--- src/core/epid_pkg.sv ---
// Purpose: constants for the external pin interrupt detect block
// Assumes: 20 MHz clock, classic Wishbone with 32-bit data words
// Notes: register indices are word indices on the bus
// Summary of operation
// - low trigger type: low sample requests
// - edge type: high then low sets flag
// - edge flag clears when handler vectors
// - dedicated pins wake from power-down
// - eight configurable port pin interrupts
// - enable bit gates port pin flag
// - mode bit: level zero, edge one
// - polarity: low/falling zero, high/rising one
// - level needs two equal consecutive samples
// - edge seen when consecutive samples differ
// - port flags sticky, software clears only
// - any port pin interrupt wakes device
// - four port registers reset to zero
`default_nettype none
package epid_pkg;
   localparam int unsigned N_GP = 8;
   localparam int unsigned N_EXT = 2;
   localparam int unsigned DW = 8;
   localparam int unsigned AW = 12;
   // timing of the pins as seen by the sampler
   localparam int unsigned CLK_PERIOD_NS = 50;
   localparam int unsigned MIN_HOLD_NS = 100;
   localparam int unsigned MIN_HOLD_CYC =
      (MIN_HOLD_NS + CLK_PERIOD_NS - 1) / CLK_PERIOD_NS;
   // register indices, byte address is four times the index
   localparam logic [7:0] IDX_MODE = 8'h9a;
   localparam logic [7:0] IDX_POL = 8'h9b;
   localparam logic [7:0] IDX_EN = 8'h9c;
   localparam logic [7:0] IDX_FLAGS = 8'h9d;
   localparam logic [7:0] IDX_EXT = 8'ha0;
   localparam logic [7:0] IDX_STAT = 8'ha1;
   localparam logic [7:0] IDX_MASK = 8'ha2;
   localparam logic [7:0] IDX_PWR = 8'ha3;
   localparam logic [7:0] RST_REG = 8'h00;
   // dedicated interrupt control register fields
   localparam int unsigned EXT_TRIG_LSB = 0;
   localparam int unsigned EXT_FLAG_LSB = 2;
   // status and mask fields
   localparam int unsigned ST_W = 4;
   localparam int unsigned ST_EXT0 = 0;
   localparam int unsigned ST_EXT1 = 1;
   localparam int unsigned ST_GPI = 2;
   localparam int unsigned ST_WAKE = 3;
   localparam int unsigned PWR_PD_BIT = 0;
endpackage
`default_nettype wire

--- src/core/epid_pin_sample.sv ---
// Purpose: brings one pin into the clock domain and keeps its history
// Assumes: pin is asynchronous to clk_i
// Notes: smp_o is the current sample, prev_o the sample before it
`timescale 1ns/1ns
`default_nettype none
module epid_pin_sample (
   input wire logic clk_i,
   input wire logic rst_i,
   input wire logic pin_i,
   output logic smp_o,
   output logic prev_o
);
   logic meta_q;
   logic smp_q;
   logic prev_q;

   // reset to high so an idle pin raises no edge
   always_ff @(posedge clk_i) begin
      if (rst_i) begin
         meta_q <= 1'b1;
         smp_q <= 1'b1;
         prev_q <= 1'b1;
      end else begin
         meta_q <= pin_i;
         smp_q <= meta_q;
         prev_q <= smp_q;
      end
   end

   assign smp_o = smp_q;
   assign prev_o = prev_q;
endmodule
`default_nettype wire

--- src/core/epid_top.sv ---
// Purpose: dedicated and port pin interrupt detection with register file
// Assumes: classic Wishbone slave, 8-bit registers in the low data lane
// Notes: ext_ack_i pulses when the processor vectors to a dedicated handler
`timescale 1ns/1ns
`default_nettype none
module epid_top
   import epid_pkg::*;
(
   input wire logic clk_i,
   input wire logic rst_i,
   input wire logic wb_cyc_i,
   input wire logic wb_stb_i,
   input wire logic wb_we_i,
   input wire logic [AW-1:0] wb_adr_i,
   input wire logic [3:0] wb_sel_i,
   input wire logic [31:0] wb_dat_i,
   output logic [31:0] wb_dat_o,
   output logic wb_ack_o,
   input wire logic [N_EXT-1:0] ext_irq_pin_i,
   input wire logic [N_GP-1:0] port_pin_i,
   input wire logic [N_EXT-1:0] ext_ack_i,
   output logic [N_EXT-1:0] ext_request_o,
   output logic port_pin_interrupt_o,
   output logic wake_o,
   output logic irq_o
);
   // register state
   logic [DW-1:0] mode_q;
   logic [DW-1:0] pol_q;
   logic [DW-1:0] en_q;
   logic [DW-1:0] flags_q;
   logic [DW-1:0] flags_d;
   logic [N_EXT-1:0] trig_q;
   logic [N_EXT-1:0] ext_flag_q;
   logic [N_EXT-1:0] ext_flag_d;
   logic [ST_W-1:0] stat_q;
   logic [ST_W-1:0] stat_d;
   logic [ST_W-1:0] mask_q;
   logic pd_q;
   logic wake_q;
   logic ack_q;
   logic [DW-1:0] rdat_q;
   logic [N_EXT-1:0] req_prev_q;

   // sampled pins
   logic [N_GP-1:0] gp_smp;
   logic [N_GP-1:0] gp_prev;
   logic [N_EXT-1:0] ext_smp;
   logic [N_EXT-1:0] ext_prev;

   genvar g;
   generate
      for (g = 0; g < N_GP; g = g + 1) begin : g_gp
         epid_pin_sample u_smp (
            .clk_i(clk_i),
            .rst_i(rst_i),
            .pin_i(port_pin_i[g]),
            .smp_o(gp_smp[g]),
            .prev_o(gp_prev[g])
         );
      end
      for (g = 0; g < N_EXT; g = g + 1) begin : g_ext
         epid_pin_sample u_smp (
            .clk_i(clk_i),
            .rst_i(rst_i),
            .pin_i(ext_irq_pin_i[g]),
            .smp_o(ext_smp[g]),
            .prev_o(ext_prev[g])
         );
      end
   endgenerate

   // bus decode
   wire bus_req = wb_cyc_i & wb_stb_i;
   wire [7:0] idx = wb_adr_i[9:2];
   wire hi_zero = (wb_adr_i[AW-1:10] == '0);
   wire lane0 = wb_sel_i[0];
   wire wr_go = bus_req & wb_we_i & ack_q & lane0 & hi_zero;
   wire wr_mode = wr_go & (idx == IDX_MODE);
   wire wr_pol = wr_go & (idx == IDX_POL);
   wire wr_en = wr_go & (idx == IDX_EN);
   wire wr_flags = wr_go & (idx == IDX_FLAGS);
   wire wr_ext = wr_go & (idx == IDX_EXT);
   wire wr_stat = wr_go & (idx == IDX_STAT);
   wire wr_mask = wr_go & (idx == IDX_MASK);
   wire wr_pwr = wr_go & (idx == IDX_PWR);
   wire [DW-1:0] wdat = wb_dat_i[DW-1:0];

   // port pin detection
   // polarity match
   wire [N_GP-1:0] lvl_now = ~(gp_smp ^ pol_q);
   wire [N_GP-1:0] lvl_old = ~(gp_prev ^ pol_q);
   wire [N_GP-1:0] lvl_hit = lvl_now & lvl_old;
   // change between samples in chosen direction
   wire [N_GP-1:0] edge_hit = (gp_smp ^ gp_prev) & lvl_now;
   wire [N_GP-1:0] cond = (mode_q & edge_hit) | (~mode_q & lvl_hit);
   // only enabled pins raise a flag
   wire [N_GP-1:0] gp_set = cond & en_q;

   // set wins, only a software write can clear
   always_comb begin
      flags_d = wr_flags ? wdat : flags_q;
      flags_d = flags_d | gp_set;
   end

   // dedicated pin detection
   // high sample followed by low sample
   wire [N_EXT-1:0] ext_edge = ext_prev & ~ext_smp & trig_q;
   // handler entry clears edge flag, new edge wins
   always_comb begin
      ext_flag_d = wr_ext ? wdat[EXT_FLAG_LSB +: N_EXT] : ext_flag_q;
      ext_flag_d = (ext_flag_d & ~(ext_ack_i & trig_q)) | ext_edge;
   end
   // low level requests when trigger type is zero
   wire [N_EXT-1:0] ext_req = (trig_q & ext_flag_q) | (~trig_q & ~ext_smp);

   // interrupt status events
   wire [N_EXT-1:0] ext_rise = ext_req & ~req_prev_q;
   // any dedicated request or port flag ends power-down
   wire wake_src = (|ext_req) | (|flags_q);
   wire wake_ev = pd_q & wake_src;
   wire [ST_W-1:0] stat_set = {wake_ev, |gp_set, ext_rise[1], ext_rise[0]};

   always_comb begin
      stat_d = wr_stat ? (stat_q & ~wdat[ST_W-1:0]) : stat_q;
      stat_d = stat_d | stat_set;
   end

   // read mux
   logic [DW-1:0] rmux;
   always_comb begin
      rmux = RST_REG;
      if (hi_zero) begin
         unique case (idx)
            IDX_MODE: rmux = mode_q;
            IDX_POL: rmux = pol_q;
            IDX_EN: rmux = en_q;
            IDX_FLAGS: rmux = flags_q;
            IDX_EXT: begin
               rmux[EXT_TRIG_LSB +: N_EXT] = trig_q;
               rmux[EXT_FLAG_LSB +: N_EXT] = ext_flag_q;
            end
            IDX_STAT: rmux[ST_W-1:0] = stat_q;
            IDX_MASK: rmux[ST_W-1:0] = mask_q;
            IDX_PWR: rmux[PWR_PD_BIT] = pd_q;
            default: rmux = RST_REG;
         endcase
      end
   end

   // bus answer one cycle after the request
   always_ff @(posedge clk_i) begin
      if (rst_i) begin
         ack_q <= 1'b0;
         rdat_q <= RST_REG;
      end else begin
         ack_q <= bus_req & ~ack_q;
         if (bus_req & ~ack_q) begin
            rdat_q <= rmux;
         end
      end
   end

   always_ff @(posedge clk_i) begin
      if (rst_i) begin
         mode_q <= RST_REG;
         pol_q <= RST_REG;
         en_q <= RST_REG;
         flags_q <= RST_REG;
      end else begin
         if (wr_mode) begin
            mode_q <= wdat;
         end
         if (wr_pol) begin
            pol_q <= wdat;
         end
         if (wr_en) begin
            en_q <= wdat;
         end
         flags_q <= flags_d;
      end
   end

   always_ff @(posedge clk_i) begin
      if (rst_i) begin
         trig_q <= '0;
         ext_flag_q <= '0;
         req_prev_q <= '0;
         stat_q <= '0;
         mask_q <= '0;
      end else begin
         if (wr_ext) begin
            trig_q <= wdat[EXT_TRIG_LSB +: N_EXT];
         end
         ext_flag_q <= ext_flag_d;
         req_prev_q <= ext_req;
         stat_q <= stat_d;
         if (wr_mask) begin
            mask_q <= wdat[ST_W-1:0];
         end
      end
   end

   // power-down: software sets, a wake source clears
   always_ff @(posedge clk_i) begin
      if (rst_i) begin
         pd_q <= 1'b0;
         wake_q <= 1'b0;
      end else begin
         wake_q <= wake_ev;
         if (wake_ev) begin
            pd_q <= 1'b0;
         end else if (wr_pwr) begin
            pd_q <= wdat[PWR_PD_BIT];
         end
      end
   end

   assign wb_ack_o = ack_q;
   assign wb_dat_o = {{(32-DW){1'b0}}, rdat_q};
   assign ext_request_o = ext_req;
   assign port_pin_interrupt_o = |flags_q;
   assign wake_o = wake_q;
   assign irq_o = |(stat_q & mask_q);

   // each pin flags an edge in its chosen direction
   for (g = 0; g < N_GP; g = g + 1) begin : g_chk

   end
endmodule
`default_nettype wire
--- config.mk ---
export PLATFORM = sky130hd
export DESIGN_NAME = epid_top
export DESIGN_NICKNAME = d
export VERILOG_FILES = /design/src/core/epid_pkg.sv /design/src/core/epid_pin_sample.sv /design/src/core/epid_top.sv
export SDC_FILE = /design/constraint.sdc
export NUM_CORES = 1
export LEC_CHECK = 0
export ABC_AREA = 1
export BUFFER_PORTS_ARGS = -buffer_cell sky130_fd_sc_hd__buf_2
export CAP_MARGIN = 20
export CORE_MARGIN = 8
export CORE_UTILIZATION = 40
export CTS_CLUSTER_SIZE = 40
export DETAILED_ROUTE_END_ITERATION = 10
export GPL_TIMING_DRIVEN = 0
export SYNTH_ARGS = -nofsm -noshare
export SYNTH_HDL_FRONTEND = slang
export SYNTH_SLANG_ARGS = --single-unit
--- constraint.sdc ---
create_clock -name clk_i -period 1.95 [get_ports clk_i]
set_input_delay 0.585 -clock clk_i [delete_from_list [all_inputs] [get_ports clk_i]]
set_output_delay 0.585 -clock clk_i [all_outputs]
set_load 0.1 [all_outputs]
# After elaboration in Yosys (flattened, before gate mapping)
# Index checks and enable logic that the tools add are counted.
[totals]
wordCells = 111
regBits = 87
inputBits = 65
out_inout_bits = 38
[classes]
n_eq_ne = 8
bitwise = 47
n_mux = 7
reduce_logical = 6
[op_table]
columns = ["operator", "count"]
rows = [
  ["$eq A8 B8 Y1 const B", 8],
  ["$and A8 B8 Y8", 5],
  ["$not A8 Y8", 3],
  ["$xor A8 B8 Y8", 3],
  ["$pmux W3 S7", 1],
  ["$mux W8", 2],
  ["$or A8 B8 Y8", 2],
  ["$pmux W4 S4", 1],
  ["$reduce_or A8 Y1", 2],
  ["$and A1 B1 Y1", 15],
  ["$and A2 B2 Y2", 7],
  ["$and A4 B4 Y4", 2],
  ["$not A2 Y2", 4],
  ["$pmux W1 S8", 1],
  ["$mux W4", 1],
  ["$not A4 Y4", 1],
  ["$or A2 B2 Y2", 2],
  ["$or A4 B4 Y4", 1],
  ["$reduce_or A2 Y1", 2],
  ["$reduce_or A4 Y1", 1],
  ["$logic_not A2 Y1", 1],
  ["$mux W2", 1],
  ["$not A1 Y1", 1],
  ["$or A1 B1 Y1", 1],
]

# Longest topological paths before layout
[logic_depth]
ltp_word = 9
depth_mapped = 11
depth_no_buf = 11

# Hierarchy
# From an unflattened synthesis, not the netlist that was laid out.
[hier_totals]
hier_cells = 608
hier_area_um2 = 4185.3
[by_module_without_submodules]
columns = ["mod", "n_inst", "seq_area_each_um2", "area_each_um2", "cells_each"]
rows = [
  ["epid_top", 1, 1141.1, 3296.9, 508],
  ["epid_pin_sample", 10, 60.1, 88.8, 10],
]

# Least setup slack after synthesis
# OpenSTA, ideal clock, no wires.
[synth_path]
path_type = "reg-to-reg"
startpoint = "register trig_q[1]"
endpoint = "register stat_q[1]"
period_less_slack_ns = 3.270
stages_incl_launch_ff = 5
setup_time_ns = 0.071
setup_slack_ns = -1.320
arrival_time_ns = 3.200
required_ns = 1.879
n_path_buf = 0
cell_sequence = "dfxtp_1 o21ai_0 inv_1 or2_2 a21oi_1"
[synth_via]
elab_chain_cells = 5
elab_cells_between_ends = 6
cone_classes = "bitwise (6)"
[synth_lines]
columns = ["item", "line", "rtl"]
rows = [
  ["from (decl)", "epid_top.sv:33", "logic [N_EXT-1:0] trig_q;"],
  ["from (signal assigned)", "epid_top.sv:193", "trig_q <= wdat[EXT_TRIG_LSB +: N_EXT];"],
  ["$not A2 Y2", "epid_top.sv:115", "wire [N_EXT-1:0] ext_req = (trig_q & ext_flag_q) | (~trig_q & ~ext_smp);"],
  ["$and A2 B2 Y2", "epid_top.sv:115", ""],
  ["$or A2 B2 Y2 *", "epid_top.sv:115", ""],
  ["net ext_request_o[1]", "epid_top.sv:22", "output logic [N_EXT-1:0] ext_request_o,"],
  ["$and A2 B2 Y2 *", "epid_top.sv:118", "wire [N_EXT-1:0] ext_rise = ext_req & ~req_prev_q;"],
  ["$or A4 B4 Y4 *", "epid_top.sv:126", "stat_d = stat_d | stat_set;"],
  ["to (signal assigned)", "epid_top.sv:197", "stat_q <= stat_d;"],
  ["to (decl)", "epid_top.sv:36", "logic [ST_W-1:0] stat_q;"],
]
# Mark *: on every way through the listed nets, which the timed path passes. The rest lies on a longest branch.
# A chain may end at the register's enable or synchronous reset.

# Worst setup path after layout
[layout_path]
startpoint = "register flags_q[7]"
endpoint = "output port_pin_interrupt_o"
[layout_via]
elab_chain_cells = 1
[layout_lines]
columns = ["item", "line", "rtl"]
rows = [
  ["from (decl)", "epid_top.sv:31", "logic [DW-1:0] flags_q;"],
  ["from (signal assigned)", "epid_top.sv:180", "flags_q <= flags_d;"],
  ["$reduce_or A8 Y1", "epid_top.sv:222", "assign port_pin_interrupt_o = |flags_q;"],
  ["to (decl)", "epid_top.sv:23", "output logic port_pin_interrupt_o,"],
]
# No other way between the ends.

==> results.cfg <==
[clock_tree]
htree_levels = 3
numCtsBuffers = 9
clk_pin_slew_ns = 0.09
worstSkewPairLatency_ns = 0.36
cts_tree = done
clkSinkCount = 87
clock-root-buffer = clkbuf_8
holdBufCountCts = 0
ctsLongestPathBuffers = 2

[pwr]
pwr_density_cell_mw_per_mm2 = 705
p_leak_nw = 2.36
total_power_mw = 3.42
ir_drop_mv = 0.342

[drt]
drtIter0Drc = 259
routed_via_density = 4.75
drt_first_pass_iters = 5
drt-wirelength-per-cell_microns = 13.5
dr_total_vias = 3783
drcViolationCount = 0
finalWirelength_microns = 10800
antenna_left = 0

[setup_path]
r2r-end = mode_q[5]
setup.worst_path.start_class = register
worst_r2r_path_depth = 6
worst_ep_arrival_time_ns = 1.32
r2r_slack_ns = 0.37
critPathCaptureType = primary output
r2r_start = wb_ack_o
cpPeakStageDelay_ns = 0.35
worstPathRequired_ns = 1.36
slowest_stage = dfxtp_2
cp_cell_sequence = nor4_4 > nand3_2 > buf_12
worstSetupPathType = register to primary output
cp_max_fo = 3

[layout]
syn2layout_area_growth_pct = 18.1
final_common_cell = nand2_1
drive_gt1_share_pct = 23.8
diodes = 0
multiInputGateArea_sq_mm = 0.00200
final_cell_count_no_fill = 796
fillers = 1028
seqCellArea_sq_mm = 0.00175
fin_nets = 722
layout_common_cells = nand2_1, dfxtp_1, nor2_1
post-route-util_pct = 47.8

[sta]
hold_viol_final = 0
fin_crit_ns = 1.91
setup_violations = 0
max_slew_margin_pct = 59.1
rsz0062_at_grt = yes
tightest_slew_ns = 0.614
slew_viol_final = 0
max_freq_mhz = 524
fin_skew_ns = 0.00643
period_share_pct = 97.9
timing.final.ws_setup_ns = 0.0406

[grt]
grt_util_all_layers_pct = 16.2
grt_antenna_before_repair = 0
grt_start_max_net_pins = 14
grt_pass1_wl_microns = 18400
gr-total-overflow = 0
grt_pass1_vias = 3771

[die]
die_y_microns = 117
core_area_sq_mm = 0.0101
io-pin-count = 103
initial_core_util_pct = 40.5
die_w_microns = 117
die_area_sq_mm = 0.0138
num_rows = 37

[logic_synthesis]
yosysSeqAreaShare_pct = 42.4
postSynthCellCount = 574
synth_area_leaders = dfxtp_1, nand2_1, nand3_1, nor2_1, or2_2
synth.avg_cell_area_sq_um = 7.16
synth_cell_types = 28
yosys_warnings = 0
synthesis.area_sq_mm = 0.00411
synth_top_area_share_pct = 42.4
synth_top_area_cell = dfxtp_1
synth_seq_cells = 87

[min_path]
min_path_type = input port to register
hold_depth = 2
hold_start = port_pin_i[1]
min_to = g_gp[1].u_smp.meta_q

[placed_design]
place_inst = 781
place_hpwl_microns = 8430
dpl_worst_slack_ns = -0.0682
gp_congestion = 0.876
port_buffers = 48

[job]
maxCapViolCount = 0

[status]
outcome = finished, final reports clean
-- registers in the layout, summed over array words and instances (netlist names) --
name                flops
flags_q                 8
mode_q                  8
g_ext.u_smp.meta_q      2
en_q                    8
ext_flag_q              2
stat_q                  4
wb_ack_o                1
pd_q                    1
rdat_q                  8
pol_q                   8
req_prev_q              2
g_gp.u_smp.meta_q       8
g_ext.u_smp.prev_o      2
g_gp.u_smp.smp_o        8
trig_q                  2
g_gp.u_smp.prev_o       8
wake_o                  1
mask_q                  4
g_ext.u_smp.smp_o       2
-- per-layer routing --
metal	GRT usage (%)	wire (microns)
met1	19.9	4930
met2	26.5	4950
met3	3.79	650
met4	6.89	240
met5	0	0
-- critical path: cells and delay by family, from the launching register on --
| kind | cells | cell delay (ns) |
|---|---|---|
| flops | 1 | 0.35 |
| buf+inv | 1 | 0.19 |
| simple gates | 2 | 0.44 |
-- cell usage after synthesis (all sizes together) --
library cell  instances
dfxtp                87
buf                  32
a211oi                4
nand3                61
o211ai                2
nand3b                2
o21a                  1
o21ai                38
or2                  30
nand2               142
clkbuf                9
a31oi                 5
inv                  52
conb                  1
a21oi                31
nor2                 69
nand4                 5
o22ai                 2
nor4                  1
-- final cells by class --
type / instances / area share (%)
plain buffers: 41 / 5.75
clock buffers: 11 / 3.12
clock inverters: 3 / 0.413
inverters: 52 / 4.02
multi-input cells: 417 / 41.3
flip-flops and latches: 87 / 36.0
well taps: 136 / 3.51
repair buffers: 49 / 5.91
-- where the power goes --
| part | switching, mW | internal (mW) | leakage (nW) | total (mW) |
|---|---|---|---|---|
| Combinational | 0.354 | 0.109 | 1.57 | 0.463 |
| Sequential | 0.0121 | 1.80 | 0.709 | 1.82 |
| Clock | 0.625 | 0.516 | 0.0833 | 1.14 |
| Total | 0.991 | 2.43 | 2.36 | 3.42 |
-- cells by family after synthesis --
group,share of synthesized area [%]
simple gates,35.0
buf+inv,11.5
flops,42.4
compound gates,11.0
other cells,0.0913
-- how the worst max path moves through the flow --
stage	depth (start not counted)	from	end
finish	3	flags_q[7]	port_pin_interrupt_o
global placement	8	wb_adr_i[11]	mode_q[5]
detailed placement	8	wb_adr_i[11]	mode_q[6]
CTS	4	trig_q[0]	ext_request_o[0]
floorplan	2	stat_q[0]	irq_o
global route	3	flags_q[7]	port_pin_interrupt_o
-- through the flow --
| stage | cell area [sq um] | TNS [ns] | hold slack [ns] |
|---|---|---|---|
| final | 4850 | 0 | 0.398 |
| after global routing | 4850 | -0.00903 | 0.394 |
| after floorplan | 4200 | 0 | 0.389 |
| after detailed placement | 4610 | -0.135 | 0.394 |
| after CTS | 4820 | 0 | 0.388 |
| after global placement | 4610 | -0.00350 | 0.390 |
-- timing repair --
action / CTS / global route
resized for setup: 7 / 9
cloned: 0 / 0
buffers inserted: 0 / 1
endpoints found under the setup margin: 3 / 4
pin swaps: 0 / 2
Power figures use the tool's default switching activity.
